## config.mk

```make
export PLATFORM = sky130hd
export DESIGN_NAME = eam_device_flat
export DESIGN_NICKNAME = d
export VERILOG_FILES = /design/src/hw/eam_pkg.sv /design/src/hw/eam_link_if.sv /design/src/hw/eam_device.sv /design/src/flat_wrapper.sv
export SDC_FILE = /design/constraint.sdc
export NUM_CORES = 1
export LEC_CHECK = 0
export BUFFER_PORTS_ARGS = -buffer_cell sky130_fd_sc_hd__buf_2
export CORE_UTILIZATION = 33
export DETAILED_ROUTE_END_ITERATION = 16
export PLACE_DENSITY = 0.61
export SETUP_SLACK_MARGIN = 0.2
export SLEW_MARGIN = 15
export SYNTH_ARGS = -nofsm -noshare
export SYNTH_HDL_FRONTEND = slang
export SYNTH_SLANG_ARGS = --single-unit
```

## constraint.sdc

```tcl
create_clock -name CLOCK_I -period 8.83 [get_ports CLOCK_I]
set_input_delay 1.766 -clock CLOCK_I [delete_from_list [all_inputs] [get_ports CLOCK_I]]
set_output_delay 1.766 -clock CLOCK_I [all_outputs]
set_load 0.02 [all_outputs]
```

## src/hw/eam_pkg.sv

```systemverilog
// Shared constants and types for the event arbitration and message frame link
package eam_pkg;
  // ==========================================================================
  // Frame fields
  localparam int          FC_W          = 4;
  localparam int          NODE_W        = 12;
  localparam int          WORD_W        = 16;
  localparam int          BYTE_W        = 8;
  localparam int          FC_LSB        = 12;
  localparam int          MODE_LSB      = 8;
  localparam int          CLASS_LSB     = 4;
  localparam int          SCOPE_LSB     = 4;
  localparam int          TGT_HI_LSB    = 0;
  localparam int          TGT_LO_LSB    = 8;
  localparam logic [3:0]  FC_START      = 4'h9;
  localparam logic [3:0]  FC_GROUP      = 4'hD;
  localparam logic [3:0]  FC_INDIV      = 4'hE;
  localparam logic [3:0]  FC_MSG        = 4'hC;
  localparam logic [3:0]  MODE_CONT     = 4'h0;
  localparam logic [3:0]  MODE_START    = 4'h1;
  localparam logic [3:0]  MODE_SWITCH   = 4'h2;
  localparam logic [3:0]  MODE_SILENT   = 4'h3;
  localparam logic [3:0]  CLASS_MAX     = 4'h1;
  localparam int          MSG_WORDS_DEF = 16;
  // ==========================================================================
  // Admin register map and fields
  localparam logic [7:0]  REG_CMD       = 8'h00;
  localparam logic [7:0]  REG_STATUS    = 8'h04;
  localparam logic [7:0]  REG_EVSINK    = 8'h08;
  localparam logic [7:0]  REG_LASTWORD  = 8'h0C;
  localparam int          CMD_RETURN_EF = 16;
  localparam int          ST_BUSY       = 0;
  localparam int          ST_GOT        = 1;
  localparam int          ST_TIMEOUT    = 2;
  localparam int          ST_CNT_LSB    = 8;
  localparam int          CNT_W         = 5;
  // ==========================================================================
  // Timing
  localparam int          CLK_NS        = 50;
  localparam int          REPLY_TO_NS   = 2000;
  localparam int          REPLY_TO_CYC  = (REPLY_TO_NS + CLK_NS - 1) / CLK_NS;
  localparam int          TMR_W         = 12;
  // ==========================================================================
  // States
  typedef enum logic [1:0] {
    EAM_IDLE = 2'b01,
    EAM_BUSY = 2'b10
  } eam_state_type;
endpackage

```

## src/hw/eam_link_if.sv

```systemverilog
// Frame level link between bus administrator and slave device
`timescale 1ns/1ns
`default_nettype none
interface eam_link_if;
  // Master frame word, one-cycle strobe
  logic        mf_valid;
  logic [15:0] mf_word;
  // Slave frame as bytes, low byte of each word first
  logic        sf_valid;
  logic [7:0]  sf_byte;
  logic        sf_last;
  modport dev   (input mf_valid, input mf_word, output sf_valid, output sf_byte, output sf_last);
  modport admin (output mf_valid, output mf_word, input sf_valid, input sf_byte, input sf_last);
endinterface
`default_nettype wire

```

## src/hw/eam_device.sv

```systemverilog
// Slave device end: event poll interpretation, event flags and message source
//
// The address map and the APB slave port were decided locally.
`timescale 1ns/1ns
`default_nettype none
module eam_device #(
  parameter int MSG_WORDS = eam_pkg::MSG_WORDS_DEF
) (
  input  wire logic                        CLOCK_I,
  input  wire logic                        ARST_N_I,
  eam_link_if.dev                          LINK,
  input  wire logic [eam_pkg::NODE_W-1:0]  OWN_NODE_NUMBER_I,
  input  wire logic                        EVENT_POLL_ENABLE_I,
  input  wire logic                        HI_SRC_ACTIVE_I,
  input  wire logic [eam_pkg::WORD_W-1:0]  HI_SRC_WORD_I,
  input  wire logic                        LO_SRC_ACTIVE_I,
  input  wire logic [eam_pkg::WORD_W-1:0]  LO_SRC_WORD_I,
  input  wire logic                        SINK_ACTIVE_I,
  input  wire logic [1:0]                  ANNOUNCE_I,
  input  wire logic                        CANCEL_EVENT_BIT_HI_I,
  input  wire logic                        CANCEL_EVENT_BIT_LO_I,
  input  wire logic                        MSG_SRC_ACTIVE_I,
  input  wire logic [1:0]                  MSG_DROP_ON_SEND_I,
  input  wire logic                        MSG_WR_I,
  input  wire logic [$clog2(MSG_WORDS)-1:0] MSG_WR_ADDR_I,
  input  wire logic [eam_pkg::WORD_W-1:0]  MSG_WR_DATA_I,
  input  wire logic                        OTHER_SENT_I,
  input  wire logic [1:0]                  OTHER_DROP_ON_SEND_I,
  output logic      [1:0]                  EVENT_PENDING_O,
  output logic      [1:0]                  ROUND_JOINED_O,
  output logic                             EVENT_CLASS_O,
  output logic                             SINK_VALID_O,
  output logic      [eam_pkg::WORD_W-1:0]  SINK_WORD_O,
  output logic      [3:0]                  MSG_SCOPE_O,
  output logic      [eam_pkg::NODE_W-1:0]  MSG_TARGET_O,
  output logic                             MSG_SENT_O
);
  import eam_pkg::*;

  localparam int AW    = $clog2(MSG_WORDS);
  localparam int IDX_W = AW + 1;
  localparam logic [IDX_W-1:0] LAST_MSG = IDX_W'(2 * MSG_WORDS - 1);
  localparam logic [IDX_W-1:0] LAST_EVT = IDX_W'(1);

  // ==========================================================================
  // Elaboration check
  if (MSG_WORDS < 2 || (MSG_WORDS & (MSG_WORDS - 1)) != 0) begin : g_chk
    $error("MSG_WORDS must be a power of two of at least 2");
  end

  // ==========================================================================
  // Group pattern decode: leading ones, a zero, then compared low bits
  function automatic logic grp_match(input logic [NODE_W-1:0] pat, input logic [NODE_W-1:0] own);
    logic              found;
    logic              hit;
    logic [NODE_W-1:0] mask;
    found = 1'b0;
    hit   = 1'b0;
    mask  = '0;
    for (int i = NODE_W - 1; i >= 0; i--) begin
      if (!found && !pat[i]) begin
        found = 1'b1;
        mask  = NODE_W'((NODE_W'(1) << i) - NODE_W'(1));
        hit   = ((pat ^ own) & mask) == '0;
      end
    end
    return hit;
  endfunction

  // ==========================================================================
  // State
  eam_state_type         state_ff;
  logic [1:0]            pending_ff;
  logic [1:0]            joined_ff;
  logic                  class_ff;
  logic                  is_msg_ff;
  logic [IDX_W-1:0]      idx_ff;
  logic [WORD_W-1:0]     ev_word_ff;
  logic                  sf_valid_ff;
  logic [BYTE_W-1:0]     sf_byte_ff;
  logic                  sf_last_ff;
  logic                  sink_arm_ff;
  logic [BYTE_W-1:0]     sink_lo_ff;
  logic                  sink_valid_ff;
  logic [WORD_W-1:0]     sink_word_ff;
  logic [3:0]            scope_ff;
  logic [NODE_W-1:0]     target_ff;
  logic                  sent_ff;
  logic [WORD_W-1:0]     msg_mem [MSG_WORDS];

  // ==========================================================================
  // Master frame decode
  wire logic [3:0]        fc      = LINK.mf_word[FC_LSB +: FC_W];
  wire logic [NODE_W-1:0] arg     = LINK.mf_word[NODE_W-1:0];
  wire logic [3:0]        mode    = LINK.mf_word[MODE_LSB +: 4];
  wire logic [3:0]        cls_fld = LINK.mf_word[CLASS_LSB +: 4];
  wire logic              idle    = (state_ff == EAM_IDLE);
  wire logic              en      = EVENT_POLL_ENABLE_I;
  // Illegal class or mode makes the start poll invisible
  wire logic              is_start = LINK.mf_valid && fc == FC_START
                                     && cls_fld <= CLASS_MAX
                                     && mode <= MODE_SILENT;
  wire logic              is_group = LINK.mf_valid && fc == FC_GROUP;
  wire logic              is_indiv = LINK.mf_valid && fc == FC_INDIV;
  wire logic              is_msg   = LINK.mf_valid && fc == FC_MSG;
  wire logic              new_cls  = cls_fld[0];

  // Reply class is the new one on a start poll, the stored one otherwise
  wire logic              rep_cls  = is_start ? new_cls : class_ff;
  wire logic              src_ok   = en && (rep_cls ? LO_SRC_ACTIVE_I : HI_SRC_ACTIVE_I);
  wire logic [WORD_W-1:0] src_word = rep_cls ? LO_SRC_WORD_I : HI_SRC_WORD_I;

  // Start poll participation decisions, per mode
  wire logic start_join  = is_start && en && pending_ff[new_cls]
                           && (mode == MODE_START || mode == MODE_SILENT);
  wire logic start_reply = is_start && src_ok
                           && ((mode == MODE_CONT && joined_ff[new_cls])
                           || (mode == MODE_START && pending_ff[new_cls]));
  // Modes 2 and 3 never reach start_reply, so the line stays silent
  // until the administrator's reply timeout
  wire logic group_reply = is_group && src_ok && joined_ff[class_ff]
                           && grp_match(arg, OWN_NODE_NUMBER_I);
  wire logic indiv_reply = is_indiv && src_ok && joined_ff[class_ff]
                           && arg == OWN_NODE_NUMBER_I;
  wire logic msg_reply   = is_msg && MSG_SRC_ACTIVE_I
                           && arg == OWN_NODE_NUMBER_I;
  wire logic evt_reply   = start_reply || group_reply || indiv_reply;
  wire logic start_tx    = idle && (evt_reply || msg_reply);
  wire logic any_poll    = is_start || is_group || is_indiv;

  // Byte stream of the slave frame, low byte first
  wire logic [WORD_W-1:0] tx_word  = is_msg_ff ? msg_mem[idx_ff[IDX_W-1:1]] : ev_word_ff;
  wire logic [BYTE_W-1:0] tx_byte  = idx_ff[0] ? tx_word[WORD_W-1:BYTE_W] : tx_word[BYTE_W-1:0];
  wire logic              tx_last  = idx_ff == (is_msg_ff ? LAST_MSG : LAST_EVT);
  wire logic              tx_done  = (state_ff == EAM_BUSY) && tx_last;
  wire logic [1:0]        drop_clr = ({2{tx_done && is_msg_ff}} & MSG_DROP_ON_SEND_I)
                                     | ({2{OTHER_SENT_I}} & OTHER_DROP_ON_SEND_I);
  wire logic [1:0]        cancel   = {CANCEL_EVENT_BIT_LO_I, CANCEL_EVENT_BIT_HI_I};

  // ==========================================================================
  // Per-class flags; a set in the same cycle as a clear wins
  wire logic [1:0] nxt_pending;
  wire logic [1:0] nxt_joined;
  for (genvar c = 0; c < 2; c++) begin : g_cls
    wire logic join_c = start_join && new_cls == 1'(c);
    assign nxt_pending[c] = ANNOUNCE_I[c] || (pending_ff[c] && !cancel[c] && !drop_clr[c]);
    assign nxt_joined[c]  = join_c || (joined_ff[c] && !cancel[c] && !drop_clr[c]);
  end
  always_ff @(posedge CLOCK_I or negedge ARST_N_I) begin
    if (!ARST_N_I) begin
      pending_ff <= '0;
      joined_ff  <= '0;
    end else begin
      pending_ff <= nxt_pending;
      joined_ff  <= nxt_joined;
    end
  end

  // ==========================================================================
  // Stored class, changed only by a legal start poll
  always_ff @(posedge CLOCK_I or negedge ARST_N_I) begin
    if (!ARST_N_I) begin
      class_ff <= 1'b0;
    end else if (is_start) begin
      class_ff <= new_cls;
    end
  end

  // ==========================================================================
  // Message buffer written by local software, no reset needed for data
  always_ff @(posedge CLOCK_I) begin
    if (MSG_WR_I) begin
      msg_mem[MSG_WR_ADDR_I] <= MSG_WR_DATA_I;
    end
  end

  // ==========================================================================
  // Transmit sequencer; frames arriving while busy are not answered
  always_ff @(posedge CLOCK_I or negedge ARST_N_I) begin
    if (!ARST_N_I) begin
      state_ff   <= EAM_IDLE;
      is_msg_ff  <= 1'b0;
      idx_ff     <= '0;
      ev_word_ff <= '0;
    end else if (start_tx) begin
      state_ff   <= EAM_BUSY;
      is_msg_ff  <= msg_reply;
      idx_ff     <= '0;
      ev_word_ff <= src_word;
    end else if (state_ff == EAM_BUSY) begin
      idx_ff     <= IDX_W'(idx_ff + IDX_W'(1));
      if (tx_last) begin
        state_ff <= EAM_IDLE;
      end
    end
  end

  // Registered link outputs, one byte per cycle
  always_ff @(posedge CLOCK_I or negedge ARST_N_I) begin
    if (!ARST_N_I) begin
      sf_valid_ff <= 1'b0;
      sf_byte_ff  <= '0;
      sf_last_ff  <= 1'b0;
      sent_ff     <= 1'b0;
    end else begin
      sf_valid_ff <= state_ff == EAM_BUSY;
      sf_byte_ff  <= (state_ff == EAM_BUSY) ? tx_byte : '0;
      sf_last_ff  <= tx_done;
      sent_ff     <= tx_done && is_msg_ff;
    end
  end

  // ==========================================================================
  // Header of message word 0, caught when the message starts
  always_ff @(posedge CLOCK_I or negedge ARST_N_I) begin
    if (!ARST_N_I) begin
      scope_ff  <= '0;
      target_ff <= '0;
    end else if (start_tx && msg_reply) begin
      scope_ff  <= msg_mem[0][SCOPE_LSB +: 4];
      target_ff <= {msg_mem[0][TGT_HI_LSB +: 4], msg_mem[0][TGT_LO_LSB +: 8]};
    end
  end

  // ==========================================================================
  // Event sink: watches the event frame after a poll, pairs low then high
  always_ff @(posedge CLOCK_I or negedge ARST_N_I) begin
    if (!ARST_N_I) begin
      sink_arm_ff   <= 1'b0;
      sink_lo_ff    <= '0;
      sink_word_ff  <= '0;
      sink_valid_ff <= 1'b0;
    end else begin
      sink_valid_ff <= 1'b0;
      if (any_poll) begin
        sink_arm_ff <= SINK_ACTIVE_I && en;
      end else if (sink_arm_ff && sf_valid_ff) begin
        if (!sf_last_ff) begin
          sink_lo_ff <= sf_byte_ff;
        end else begin
          sink_word_ff  <= {sf_byte_ff, sink_lo_ff};
          sink_valid_ff <= 1'b1;
          sink_arm_ff   <= 1'b0;
        end
      end
    end
  end

  // ==========================================================================
  // Outputs
  assign LINK.sf_valid    = sf_valid_ff;
  assign LINK.sf_byte     = sf_byte_ff;
  assign LINK.sf_last     = sf_last_ff;
  assign EVENT_PENDING_O  = pending_ff;
  assign ROUND_JOINED_O   = joined_ff;
  assign EVENT_CLASS_O    = class_ff;
  assign SINK_VALID_O     = sink_valid_ff;
  assign SINK_WORD_O      = sink_word_ff;
  assign MSG_SCOPE_O      = scope_ff;
  assign MSG_TARGET_O     = target_ff;
  assign MSG_SENT_O       = sent_ff;
endmodule
`default_nettype wire

```

## src/flat_wrapper.sv

```systemverilog
// flat-port wrapper written by rule: the top's interface ports become plain ports
module eam_device_flat import eam_pkg::*;
#(
  parameter int MSG_WORDS = eam_pkg::MSG_WORDS_DEF
)
  (CLOCK_I, ARST_N_I, OWN_NODE_NUMBER_I, EVENT_POLL_ENABLE_I, HI_SRC_ACTIVE_I, HI_SRC_WORD_I, LO_SRC_ACTIVE_I, LO_SRC_WORD_I, SINK_ACTIVE_I, ANNOUNCE_I, CANCEL_EVENT_BIT_HI_I, CANCEL_EVENT_BIT_LO_I, MSG_SRC_ACTIVE_I, MSG_DROP_ON_SEND_I, MSG_WR_I, MSG_WR_ADDR_I, MSG_WR_DATA_I, OTHER_SENT_I, OTHER_DROP_ON_SEND_I, EVENT_PENDING_O, ROUND_JOINED_O, EVENT_CLASS_O, SINK_VALID_O, SINK_WORD_O, MSG_SCOPE_O, MSG_TARGET_O, MSG_SENT_O, LINK_mf_valid, LINK_mf_word, LINK_sf_valid, LINK_sf_byte, LINK_sf_last);
  eam_link_if LINK_i ();
  input  wire logic CLOCK_I;
  input  wire logic ARST_N_I;
  input  wire logic [eam_pkg::NODE_W-1:0] OWN_NODE_NUMBER_I;
  input  wire logic EVENT_POLL_ENABLE_I;
  input  wire logic HI_SRC_ACTIVE_I;
  input  wire logic [eam_pkg::WORD_W-1:0] HI_SRC_WORD_I;
  input  wire logic LO_SRC_ACTIVE_I;
  input  wire logic [eam_pkg::WORD_W-1:0] LO_SRC_WORD_I;
  input  wire logic SINK_ACTIVE_I;
  input  wire logic [1:0] ANNOUNCE_I;
  input  wire logic CANCEL_EVENT_BIT_HI_I;
  input  wire logic CANCEL_EVENT_BIT_LO_I;
  input  wire logic MSG_SRC_ACTIVE_I;
  input  wire logic [1:0] MSG_DROP_ON_SEND_I;
  input  wire logic MSG_WR_I;
  input  wire logic [$clog2(MSG_WORDS)-1:0] MSG_WR_ADDR_I;
  input  wire logic [eam_pkg::WORD_W-1:0] MSG_WR_DATA_I;
  input  wire logic OTHER_SENT_I;
  input  wire logic [1:0] OTHER_DROP_ON_SEND_I;
  output logic      [1:0] EVENT_PENDING_O;
  output logic      [1:0] ROUND_JOINED_O;
  output logic EVENT_CLASS_O;
  output logic SINK_VALID_O;
  output logic      [eam_pkg::WORD_W-1:0] SINK_WORD_O;
  output logic      [3:0] MSG_SCOPE_O;
  output logic      [eam_pkg::NODE_W-1:0] MSG_TARGET_O;
  output logic MSG_SENT_O;
  input wire logic [$bits(LINK_i.mf_valid)-1:0] LINK_mf_valid;
  input wire logic [$bits(LINK_i.mf_word)-1:0] LINK_mf_word;
  output wire logic [$bits(LINK_i.sf_valid)-1:0] LINK_sf_valid;
  output wire logic [$bits(LINK_i.sf_byte)-1:0] LINK_sf_byte;
  output wire logic [$bits(LINK_i.sf_last)-1:0] LINK_sf_last;
  assign LINK_i.mf_valid = LINK_mf_valid;
  assign LINK_i.mf_word = LINK_mf_word;
  assign LINK_sf_valid = LINK_i.sf_valid;
  assign LINK_sf_byte = LINK_i.sf_byte;
  assign LINK_sf_last = LINK_i.sf_last;
  eam_device #(.MSG_WORDS(MSG_WORDS)) u_core (.CLOCK_I(CLOCK_I), .ARST_N_I(ARST_N_I), .LINK(LINK_i), .OWN_NODE_NUMBER_I(OWN_NODE_NUMBER_I), .EVENT_POLL_ENABLE_I(EVENT_POLL_ENABLE_I), .HI_SRC_ACTIVE_I(HI_SRC_ACTIVE_I), .HI_SRC_WORD_I(HI_SRC_WORD_I), .LO_SRC_ACTIVE_I(LO_SRC_ACTIVE_I), .LO_SRC_WORD_I(LO_SRC_WORD_I), .SINK_ACTIVE_I(SINK_ACTIVE_I), .ANNOUNCE_I(ANNOUNCE_I), .CANCEL_EVENT_BIT_HI_I(CANCEL_EVENT_BIT_HI_I), .CANCEL_EVENT_BIT_LO_I(CANCEL_EVENT_BIT_LO_I), .MSG_SRC_ACTIVE_I(MSG_SRC_ACTIVE_I), .MSG_DROP_ON_SEND_I(MSG_DROP_ON_SEND_I), .MSG_WR_I(MSG_WR_I), .MSG_WR_ADDR_I(MSG_WR_ADDR_I), .MSG_WR_DATA_I(MSG_WR_DATA_I), .OTHER_SENT_I(OTHER_SENT_I), .OTHER_DROP_ON_SEND_I(OTHER_DROP_ON_SEND_I), .EVENT_PENDING_O(EVENT_PENDING_O), .ROUND_JOINED_O(ROUND_JOINED_O), .EVENT_CLASS_O(EVENT_CLASS_O), .SINK_VALID_O(SINK_VALID_O), .SINK_WORD_O(SINK_WORD_O), .MSG_SCOPE_O(MSG_SCOPE_O), .MSG_TARGET_O(MSG_TARGET_O), .MSG_SENT_O(MSG_SENT_O));
endmodule
```

# Yosys cells after proc, flatten, opt, wreduce, memory -nomap -nowiden
# Memories as Yosys holds them, arrays and structs flattened. A register that Yosys moved wholly into a read port is not among the register bits.
# Cells that the tools add are included.
# Widths: inputs -> output; s select.
# classes
n_addsub	1
multipliers	0
div	0
n_lt_le_gt_ge	4
n_eq_ne	10
shifts	0
muxes	49
n_bitwise	7
n_reduce_logical	106
# ops
operator	count
$logic_not 12->1	11
$logic_and 1x1->1	49
$mux 1	39
$mux 16	2
$logic_not 1->1	26
$eq 4x4->1 const B	4
$mux 8	2
$mux 5	3
$eq 12x12->1	1
$logic_or 1x1->1	11
$xor 11x11->11	1
$reduce_bool 2->1	4
$mux 2	3
$reduce_and 3->1	2
$add 5x1->5 const B	1
$eq 5x5->1	1
$and 2x2->2	2
$eq 4x1->1 const B	1
$eq 4x2->1 const B	1
$le 4x1->1 const B	1
$le 4x2->1 const B	1
$logic_not 4->1	1
$lt 1x2->1 const B	2
$reduce_and 2->1	2
other kinds (4)	6
# totals
ff_bits	66
latchBits	0
ramBits	256
mem_bits_ro	0
input_bits	98
output_inout_bits	49
elab_cells	193
mem_count	1
# mem_list
memory	words	word_bits	rd	rd_ports_with_merged_regs	wr	line_no	source
u_core.msg_mem	16	16	2	1	1	eam_device.sv:89	logic [WORD_W-1:0] msg_mem [MSG_WORDS];

# Logic depth before layout (Yosys ltp)
# Gate-level depths: netlist of run 1.
# depth
depth_word	40
mapped_depth	10
depth_no_buf	7

# Worst setup path after synthesis of run 1
# OpenSTA, ideal clock, no wires.
# synth_timing
path_kind	input-to-reg
start	in LINK_mf_word[10]
end	reg u_core.ev_word_ff[10]
setup_time_ps	130
arrival_ps	4077
required_time_ps	8700
path_slack_ps	4623
cell_stages	10
n_path_buf	3
cell_sequence	buf_2 or4b_1 o31ai_4 nand3_1 a2111o_1 and4b_1 buf_6 buf_6 a211oi_2 a21oi_1
# synth_between
elab_chain_cells	38
# synth_rtl
item	line_no	source
start, declared	flat_wrapper.sv:36	input wire logic [$bits(LINK_i.mf_word)-1:0] LINK_mf_word;
$logic_not 1->1	eam_device.sv:61	if (!found && !pat[i]) begin
$logic_and 1x1->1	eam_device.sv:61	
$mux 1	eam_device.sv:61	
$logic_not 1->1	eam_device.sv:61	
$logic_and 1x1->1	eam_device.sv:61	
$mux 1	eam_device.sv:61	
$logic_not 1->1	eam_device.sv:61	
$logic_and 1x1->1	eam_device.sv:61	
[... 21 more ...]	n/a	
$mux 1	eam_device.sv:61	
$logic_not 1->1	eam_device.sv:61	
$logic_and 1x1->1	eam_device.sv:61	
$mux 1	eam_device.sv:61	
$logic_and 1x1->1	eam_device.sv:122	&& grp_match(arg, OWN_NODE_NUMBER_I);
$logic_or 1x1->1 (2 in series)	eam_device.sv:127	wire logic evt_reply = start_reply || group_reply || indiv_reply;
$logic_or 1x1->1	eam_device.sv:128	wire logic start_tx = idle && (evt_reply || msg_reply);
$logic_and 1x1->1	eam_device.sv:128	
end signal, assigned	eam_device.sv:189	ev_word_ff <= src_word;
end, declared	eam_device.sv:78	logic [WORD_W-1:0] ev_word_ff;
# Several ways; a longest one is shown, not always the timed one.
# A chain may end at the register's enable or synchronous reset.

# Worst setup path in the final report of run 1
# layout_timing
start	in LINK_mf_word[5]
end	reg u_core.idx_ff[0]
# layout_between
elab_chain_cells	24
# layout_rtl
item	line_no	source
parallel branches: the longest is 21 deep, another holds $logic_not 12->1	n/a	
$logic_or 1x1->1 *	eam_device.sv:128	
$logic_and 1x1->1 *	eam_device.sv:128	
$mux 5 / $reduce_bool 2->1 (equally long branches)	n/a	
end signal, assigned	eam_device.sv:191	idx_ff <= IDX_W'(idx_ff + IDX_W'(1));
end, declared	eam_device.sv:77	logic [IDX_W-1:0] idx_ff;
# Every way passes the cells marked *.

==> results of run 1 <==
==> final timing paths <==
check                                        from                     end  depth (start not counted)
max                               LINK_mf_word[5]        u_core.idx_ff[0]                          8
min                        u_core.MSG_TARGET_O[3]  u_core.MSG_TARGET_O[3]                          1
max reg2reg                      u_core.idx_ff[1]  u_core.LINK.sf_byte[4]                          5
min reg2reg                u_core.MSG_TARGET_O[3]  u_core.MSG_TARGET_O[3]                          1
max in group asynchronous                ARST_N_I        u_core.idx_ff[1]                          2
min in group asynchronous                ARST_N_I   u_core.SINK_WORD_O[3]                          1
==> per-layer routing <==
metal  global-route usage, %  vias to the layer above  part of all wire, %
li1                        -                     3391                    -
met1                    21.5                     3847                   47
met2                    23.0                      240                   46
met3                    3.33                       51                  5.8
met4                    3.52                        6                  1.8
met5                       0                        -                 0.13
==> worst register-to-register path, cell delays in order, from the launching register on <==
cell,delay [ns]
dfrtp_4,0.69
buf_4,0.83
mux4_2,0.67
mux4_2,0.55
mux4_2,0.49
and2_1,0.19
==> flip-flops by register name, indices dropped and copies added, names as in the netlist, 2 cells and up <==
signal,count
u_core.msg_mem,256
u_core.SINK_WORD_O,16
u_core.ev_word_ff,16
u_core.MSG_TARGET_O,12
u_core.LINK.sf_byte,8
u_core.sink_lo_ff,8
u_core.idx_ff,5
u_core.MSG_SCOPE_O,4
u_core.EVENT_PENDING_O,2
u_core.ROUND_JOINED_O,2
u_core.state_ff,2
==> per-stage QoR <==
stage | area (um2) | utilization [%]
floorplan | 14000 | -
global placement | 15400 | 36.7
detailed placement | 15400 | 36.7
CTS | 16500 | 39.5
global route | 16500 | 39.5
finish | 16500 | 39.5
==> synth_stat cells, drive strengths merged, types with 4 or more instances <==
| library cell | instances |
|---|---|
| nand2b | 4 |
| nand4 | 6 |
| a21oi | 20 |
| edfxtp | 256 |
| nor2 | 17 |
| mux2 | 44 |
| xor2 | 8 |
| inv | 11 |
| o21ai | 6 |
| a211oi | 17 |
| mux4 | 88 |
| nor4 | 17 |
| clkbuf | 18 |
| nand2 | 21 |
| nand3 | 10 |
| and2 | 12 |
| o31ai | 4 |
| or4 | 9 |
| and3 | 21 |
| dfrtp | 81 |
| xnor2 | 10 |
| buf | 24 |
| nor3 | 9 |
==> where the power goes <==
part           total [mW]  internal [mW]  leakage [nW]  switching (mW)
clock                1.46          0.873         0.560           0.589
sequential           1.75           1.74          3.42         0.00640
combinational       0.114         0.0431          2.29          0.0705
==> cell type report <==
| type | instances | area (um2) |
|---|---|---|
| Sequential cell | 338 | 9750 |
| Multi-Input combinational cell | 362 | 4020 |
| Clock inverter | 10 | 104 |
| Fill cell | 3826 | 25300 |
| Timing Repair Buffer | 166 | 883 |
| Inverter | 12 | 45.0 |
| Tap cell | 539 | 674 |
| Clock buffer | 53 | 1040 |
==> kinds of logic after synthesis <==
| family | count (synthesis) | share of synthesized area, % |
|---|---|---|
| XOR/XNOR | 18 | 1.13 |
| flip-flops | 338 | 69.7 |
| adder cells (fa/ha/maj) | 1 | 0.0895 |
| buffers and inverters | 54 | 1.69 |
| AO/OA/AOI/OAI | 68 | 3.83 |
| multiplexers | 132 | 17.7 |
| AND/OR/NAND/NOR | 143 | 5.85 |
==> results.yml, run 1 <==
status:
  status: "finished, final reports clean"
power:
  ir_worst_vdd_uv: 208
  p_leak_nw: 6.27
  powerDensity_mw_per_mm2: 201
  power.total_mw: 3.32
sta:
  slew_viol_final: 0
  period_minus_slack_ns: 4.55
  timing.final.crit_share_pct: 51.6
  fmax_mhz: 220
  fin_skew_ns: 0.0187
  hold_violations: 0
  worst_pin_slew_ns: 1.07
  rsz0062_at_grt: "false"
  tns_ns: 0
  layout_setup_ws_ns: 4.28
  setup_viol: 0
  fin_hold_ws_ns: 0.498
  slew_headroom_pct: 28.6
clocking:
  clk_latency_ns: 0.52
  post_cts_resize_count: 0
  tritoncts: "yes"
  clockBufferDepth: 3
  cts_buffers: 35
  cts_setup_buffers: 0
  root_buffer: "clkbuf_16"
  clock_sinks: 338
  htree_num_levels: 2
  holdBufCountCts: 0
  clk_pin_slew_ns: 0.06
final_layout:
  layout-drive-gt1-share_pct: 39.9
  layout.nets: 1014
  num_antenna_cells: 0
  layout_commonest_cell: "edfxtp_1"
  final_cell_mix: "256 x edfxtp_1, 145 x buf_2, 88 x mux4_2, 79 x dfrtp_1, 44 x mux2_2"
  stdcell_count: 1480
  area_delta_synth_final_pct: 18.1
placed_design:
  place_ws_ns: 3.78
  place_congestion: 0.775
  dp.cells: 1417
  dp_hpwl_mm: 20.0
  port_buffers: 146
run:
  maxCapViolCount: 0
die:
  dieWidth_um: 208
  io_pins: 147
  core_area_mm2: 0.0419
  rows: 75
  fp.dieArea_mm2: 0.0432
  initial_core_util_pct: 33.4
  dieHeight_um: 208
critical_path:
  cp_data_required_time_ns: 9.26
  cp_top_family: "simple AND/OR/NAND/NOR gates"
  cp_max_fo: 23
  max_stage_delay_ns: 0.69
  end_kind: "flop"
  path_buf_inv: 1
  worstPathArrival_ns: 4.98
  crit_slowest_cell: "or3b_2"
  worst-setup-path-type: "input pin to flop"
  regToRegSetupSlack_ns: 5.29
  crit_chain: "buf_2 -> nor4_1 -> nand4_1 -> and2_1 -> mux2_2 -> nand3_1 -> or3b_2 -> o22ai_1"
  start_kind: "input pin"
detailed_routing:
  vias: 7535
  drt_iter0_markers: 477
  routed_wl_mm: 31.9
  drc: 0
  first_pass_iters: 4
  ant_nets: 0
  wire_per_inst_um: 21.6
  avgViaCountPerCell: 5.09
yosys:
  synth-edff-count: 256
  synth.avg_cell_area_um2: 18.5
  yosysUniqueCellTypes: 58
  synth_ff_type: "edfxtp_1"
  synth_nets: 853
  ys_ff_latch: 338
  synthTopCellsByArea: "edfxtp_1 55%, dfrtp_1 15%, mux4_2 14%"
  yosys.area.top_type_share_pct: 55.0
  postSynthCellCount: 754
  synth_largest_area_cell: "edfxtp_1"
  seq_area_frac_synth_pct: 69.7
  async_flop_share_pct: 24.3
  yosysWarningCount: 0
  synth_area_mm2: 0.0140
grt:
  gr-usage-all-layers_pct: 14.9
  grt_max_degree: 72
  grt_pass1_wl_mm: 48.4
  grt_antenna_before_repair: 5
  grt_pass1_vias: 7734
  gr-total-overflow: 0
worst_hold_path:
  hp-class: "flop to flop"
Note: power is estimated with default switching activity, not from simulation.
==> run 2, diff against run 1 <==
--- a/config.mk
+++ b/config.mk
@@ -5,10 +5,11 @@
 export SDC_FILE = /design/constraint.sdc
 export NUM_CORES = 1
 export LEC_CHECK = 0
+export ABC_AREA = 1
 export BUFFER_PORTS_ARGS = -buffer_cell sky130_fd_sc_hd__buf_2
 export CORE_UTILIZATION = 33
 export DETAILED_ROUTE_END_ITERATION = 16
-export PLACE_DENSITY = 0.61
+export PLACE_DENSITY = 0.63
 export SETUP_SLACK_MARGIN = 0.2
 export SLEW_MARGIN = 15
 export SYNTH_ARGS = -nofsm -noshare
==> constraint.sdc (replaced) <==
create_clock -name CLOCK_I -period 4.15 [get_ports CLOCK_I]
set_input_delay 0.83 -clock CLOCK_I [delete_from_list [all_inputs] [get_ports CLOCK_I]]
set_output_delay 0.83 -clock CLOCK_I [all_outputs]
set_load 0.02 [all_outputs]
==> results.yml, run 2 <==
yosys:
  synth_largest_area_cell: "edfxtp_1"
  synth_ff_type: "edfxtp_1"
  synth_nets: 1246
  synthTopCellsByArea: "edfxtp_1 55%, dfrtp_1 15%, o21ai_0 6.0%"
  yosys.area.top_type_share_pct: 55.2
  synth_top_family_by_area: "compound AO/OA/AOI/OAI gates"
  synth-edff-count: 256
  synthTopCellsByCount: "256 x edfxtp_1, 169 x nor2_1, 166 x o21ai_0, 113 x nand2_1, 81 x dfrtp_1"
  async_flop_share_pct: 24.3
  synth.avg_cell_area_um2: 12.1
  yosys.area_share.simple_pct: 10.6
  yosysWarningCount: 0
  postSynthCellCount: 1147
  synth_compound_area_share_pct: 12.8
  yosysMostFrequentCell: "edfxtp_1"
  ys_ff_latch: 338
  seq_area_frac_synth_pct: 69.9
  synth_xor_area_share_pct: 0.629
  synth_fa_ha_area_share_pct: 0.0898
  synth.area.mux_share_pct: 2.51
  yosysUniqueCellTypes: 42
  synth_area_mm2: 0.0139
detailed_routing:
  first_pass_iters: 5
  drt_iter0_markers: 1061
  vias: 9617
  wire_per_inst_um: 19.7
  routed_wl_mm: 36.7
  avgViaCountPerCell: 5.17
  drc: 0
  ant_nets: 0
clocking:
  clock_sinks: 338
  clk_latency_ns: 0.53
  tritoncts: "yes"
  clk_pin_slew_ns: 0.06
  holdBufCountCts: 0
  root_buffer: "clkbuf_16"
  htree_num_levels: 2
  clockBufferDepth: 3
  cts_buffers: 38
  post_cts_resize_count: 0
  cts_setup_buffers: 0
sta:
  slew_viol_final: 0
  setup_viol: 0
  slew_headroom_pct: 39.9
  period_minus_slack_ns: 2.94
  tns_ns: 0
  timing.final.crit_share_pct: 70.8
  rsz0062_at_grt: "false"
  hold_violations: 0
  worst_pin_slew_ns: 0.901
  fin_skew_ns: 0.0177
  fin_hold_ws_ns: 0.227
  fmax_mhz: 340
die:
  rows: 74
  fp.dieArea_mm2: 0.0430
  initial_core_util_pct: 33.8
  core_area_mm2: 0.0412
  dieWidth_um: 207
  dieHeight_um: 207
  io_pins: 147
critical_path:
  cp_top_family: "compound AO/OA/AOI/OAI gates"
  ff2ff_path_depth: 7
  timing.rr.start: "u_core.idx_ff[1]"
  crit_chain: "clkinv_2 -> buf_12 -> o21ai_0 -> o22ai_1 -> o21ai_0 -> o221ai_1 -> a32o_1"
  max_stage_delay_ns: 0.73
  cp_max_fo: 70
  path_common_cell: "o21ai_0"
  worstPathArrival_ns: 3.34
  cp_data_required_time_ns: 4.55
  regToRegSetupSlack_ns: 1.21
  worst-setup-path-type: "flop to flop"
  path_buf_inv: 2
  end_kind: "flop"
  rr_endpoint: "u_core.LINK.sf_byte[7]"
  crit_slowest_cell: "dfrtp_4"
  start_kind: "flop"
power:
  powerDensity_mw_per_mm2: 439
  power.total_mw: 7.29
  p_leak_nw: 6.23
  ir_worst_vdd_uv: 254
final_layout:
  final_util_pct: 40.3
  layout.nets: 1398
  largest_reg_flops: 256
  final_cell_mix: "256 x edfxtp_1, 168 x nor2_1, 166 x o21ai_0, 145 x buf_2, 113 x nand2_1"
  area_delta_synth_final_pct: 19.3
  layout_commonest_cell: "edfxtp_1"
  layout-drive-gt1-share_pct: 21.6
  stdcell_count: 1860
  largest-register: "u_core.msg_mem"
  fill_cells: 3804
grt:
  grt_pass1_wl_mm: 55.5
  grt_max_degree: 89
  gr-usage-all-layers_pct: 16.7
  grt_pass1_vias: 9354
  grt_antenna_before_repair: 3
  gr-total-overflow: 0
status:
  status: "finished, final reports clean"
placed_design:
  place_congestion: 0.856
  port_buffers: 146
  dp_hpwl_mm: 22.3
  dp.cells: 1791
worst_hold_path:
  hp-class: "input pin to async pin"
run:
  maxCapViolCount: 0
-- run 2: cell count changes after synthesis, moves of 17 or more --
cell      delta
nand2_1     +92
mux2i_1     +17
clkbuf_1    +40
o21ai_0    +160
and3_1      -21
inv_1       +40
o211ai_1    +26
o221ai_1    +31
mux2_2      -28
nor2_1     +152
nand3_1     +17
o22ai_1     +34
mux4_2      -88
-- run 2: per-stage QoR --
| step | cell area (um2) | setup slack, ns |
|---|---|---|
| CTS | 16600 | 1.27 |
| detailed placement | 15300 | 1.04 |
| global route | 16600 | 1.06 |
| finish | 16600 | 1.21 |
| global placement | 15300 | 1.10 |
| floorplan | 13900 | 1.55 |
-- run 2: logic make-up after synthesis --
family / Yosys count
AOI/OAI and AO/OA: 293
xor gates and xnor gates: 10
adders and majority gates: 1
buffers and inverters: 120
DFF: 338
muxes: 33
and+or+nand+nor: 352
-- run 2: final cells by class --
type                            count  area [um2]  area share (%)
Timing Repair Buffer              178         986            5.93
Clock inverter                     13         136           0.821
Inverter                           54         204            1.23
Antenna cell                        1        2.50          0.0151
Tap cell                          532         666            4.01
Sequential cell                   338        9740            58.6
Clock buffer                       55        1130            6.79
Multi-Input combinational cell    689        3750            22.6
-- run 2: where the power goes --
part           total [mW]  internal [mW]  switching [mW]  leakage, nW
logic               0.222         0.0711           0.151         2.19
clock network        3.35           2.02            1.32        0.621
registers            3.72           3.70          0.0158         3.42
total                7.29           5.80            1.49         6.23
-- run 2: per-layer routing --
| metal | global-route usage [%] | part of all wire [%] |
|---|---|---|
| met4 | 5.12 | 2.4 |
| met5 | 0 | 0.084 |
| met1 | 23.2 | 45 |
| met2 | 26.3 | 45 |
| met3 | 3.40 | 7.9 |
-- run 2: worst reg2reg max path, delay by kind of cell, from the launching register on --
family                 cells  cell delay, ns
AO/OA/AOI/OAI              5            1.21
buffers and inverters      2            0.88
flip-flops                 1            0.73
-- run 2: worst max-delay path by stage --
stage	cells after the start	from	slack [ns]	end
2_1_floorplan	2	MSG_WR_I	1.55	u_core.msg_mem[10][0]
3_3_place_gp	15	LINK_mf_word[10]	1.10	u_core.ev_word_ff[11]
3_5_place_dp	17	LINK_mf_word[11]	1.04	u_core.ev_word_ff[1]
4_1_cts	7	u_core.idx_ff[1]	1.27	u_core.LINK.sf_byte[5]
5_1_grt	7	u_core.idx_ff[1]	1.06	u_core.LINK.sf_byte[5]
6_report	7	u_core.idx_ff[1]	1.21	u_core.LINK.sf_byte[7]
==> run 3, diff against run 2 <==
==> constraint.sdc (replaced) <==
create_clock -name CLOCK_I -period 2.4 [get_ports CLOCK_I]
set_input_delay 0.48 -clock CLOCK_I [delete_from_list [all_inputs] [get_ports CLOCK_I]]
set_output_delay 0.48 -clock CLOCK_I [all_outputs]
set_load 0.02 [all_outputs]
==> results.yml, run 3 (synthesis gave the netlist of run 2 again) <==
status:
  status: "finished, final reports clean"
final_layout:
  largest-register: "u_core.msg_mem"
  layout_commonest_cell: "edfxtp_1"
  stdcell_count: 1873
  final_util_pct: 40.6
  num_antenna_cells: 0
  area_delta_synth_final_pct: 20.2
  layout.nets: 1417
  final_cell_mix: "256 x edfxtp_1, 166 x nor2_1, 165 x o21ai_0, 145 x buf_2, 113 x nand2_1"
  layout-drive-gt1-share_pct: 22.8
  largest_reg_flops: 256
placed_design:
  port_buffers: 146
  dp_hpwl_mm: 22.3
  dp.cells: 1811
  place_congestion: 0.895
power:
  p_leak_nw: 6.29
  ir_worst_vdd_uv: 403
  powerDensity_mw_per_mm2: 708
critical_path:
  start_kind: "flop"
  worst-setup-path-type: "flop to flop"
  cp_max_fo: 25
  end_kind: "flop"
  cp_data_required_time_ns: 2.79
  ff2ff_path_depth: 9
  regToRegSetupSlack_ns: 0.28
  worstPathArrival_ns: 2.51
sta:
  rsz0062_at_grt: "true"
  fin_skew_ns: 0.0216
  slew_viol_final: 0
  worst_pin_slew_ns: 0.575
  period_minus_slack_ns: 2.12
  setup_viol: 0
  fmax_mhz: 472
  fin_hold_ws_ns: 0.187
  slew_headroom_pct: 61.2
  tns_ns: 0
  timing.final.crit_share_pct: 88.3
  hold_violations: 0
detailed_routing:
  routed_wl_mm: 36.7
  ant_nets: 0
  vias: 9679
  avgViaCountPerCell: 5.17
  wire_per_inst_um: 19.6
  first_pass_iters: 5
  drc: 0
  drt_iter0_markers: 1151
die:
  io_pins: 147
  initial_core_util_pct: 33.8
  dieHeight_um: 207
  dieWidth_um: 207
  core_area_mm2: 0.0412
  rows: 74
  fp.dieArea_mm2: 0.0430
clocking:
  root_buffer: "clkbuf_16"
  clk_latency_ns: 0.51
  clk_pin_slew_ns: 0.06
  htree_num_levels: 2
  tritoncts: "yes"
  clockBufferDepth: 3
  cts_buffers: 34
  clock_sinks: 338
grt:
  gr-usage-all-layers_pct: 16.9
  grt_max_degree: 75
  grt_pass1_wl_mm: 56.3
  grt_antenna_before_repair: 2
  gr-total-overflow: 0
  grt_pass1_vias: 9495
worst_hold_path:
  hp-class: "input pin to flop"
  worstHoldPathCells: 2
run:
  maxCapViolCount: 0
==> run 3: through the flow <==
stage                     power (mW)  cell area, um2  setup slack (ns)
after floorplan                 6.68           13900             0.152
after global placement          6.93           15600            0.0625
after detailed placement        6.94           15600           0.00958
after CTS                       12.0           16700             0.220
after global routing            12.2           16700             0.183
final                           11.9           16700             0.282
==> run 3: path summary, 6_finish.rpt <==
check,start,end
max,u_core.idx_ff[1],u_core.LINK.sf_byte[7]
min,ANNOUNCE_I[1],u_core.EVENT_PENDING_O[1]
max reg2reg,u_core.idx_ff[1],u_core.LINK.sf_byte[7]
min reg2reg,u_core.sink_lo_ff[3],u_core.SINK_WORD_O[3]
max in group asynchronous,ARST_N_I,u_core.sink_lo_ff[4]
min in group asynchronous,ARST_N_I,u_core.MSG_SCOPE_O[0]
==> run 3: power by group <==
group / switching, mW / leakage (nW) / internal (mW) / total, mW
combinational: 0.262 / 2.37 / 0.130 / 0.392
sequential: 0.0260 / 3.42 / 6.40 / 6.43
clock: 2.12 / 0.501 / 2.92 / 5.04
==> run 3: area by class of cell <==
class	count	area, um2
clock inverter	15	128
inverter	54	204
multi-input combinational	689	3780
tap	532	666
clock buffer	44	920
sequential	338	9740
fill	3847	24500
timing repair buffer	201	1300
==> run 3: critical path, cell delays in order, from the launching register on <==
cell,delay [ns]
dfrtp_4,0.48
clkinv_2,0.12
buf_12,0.17
buf_4,0.20
buf_4,0.17
o21ai_0,0.14
o22ai_1,0.09
o211ai_1,0.23
nand3_1,0.16
a32o_1,0.23
==> run 3: metal layers <==
layer,up-vias,routed length (um),GRT usage [%]
met4,4,742,4.89
li1,4519,-,-
met1,4724,16700,23.9
met5,-,22,0
met2,376,16400,26.1
met3,56,2850,3.39
==> run 3: timing repair <==
item                       4_1_cts  5_1_grt
pin swaps                        0        0
hold buffers                     1        0
setup endpoints to repair        1        5
resized for setup                1        8
hold endpoints to repair         8        0
setup buffers                    0        0
cloned                           1        1
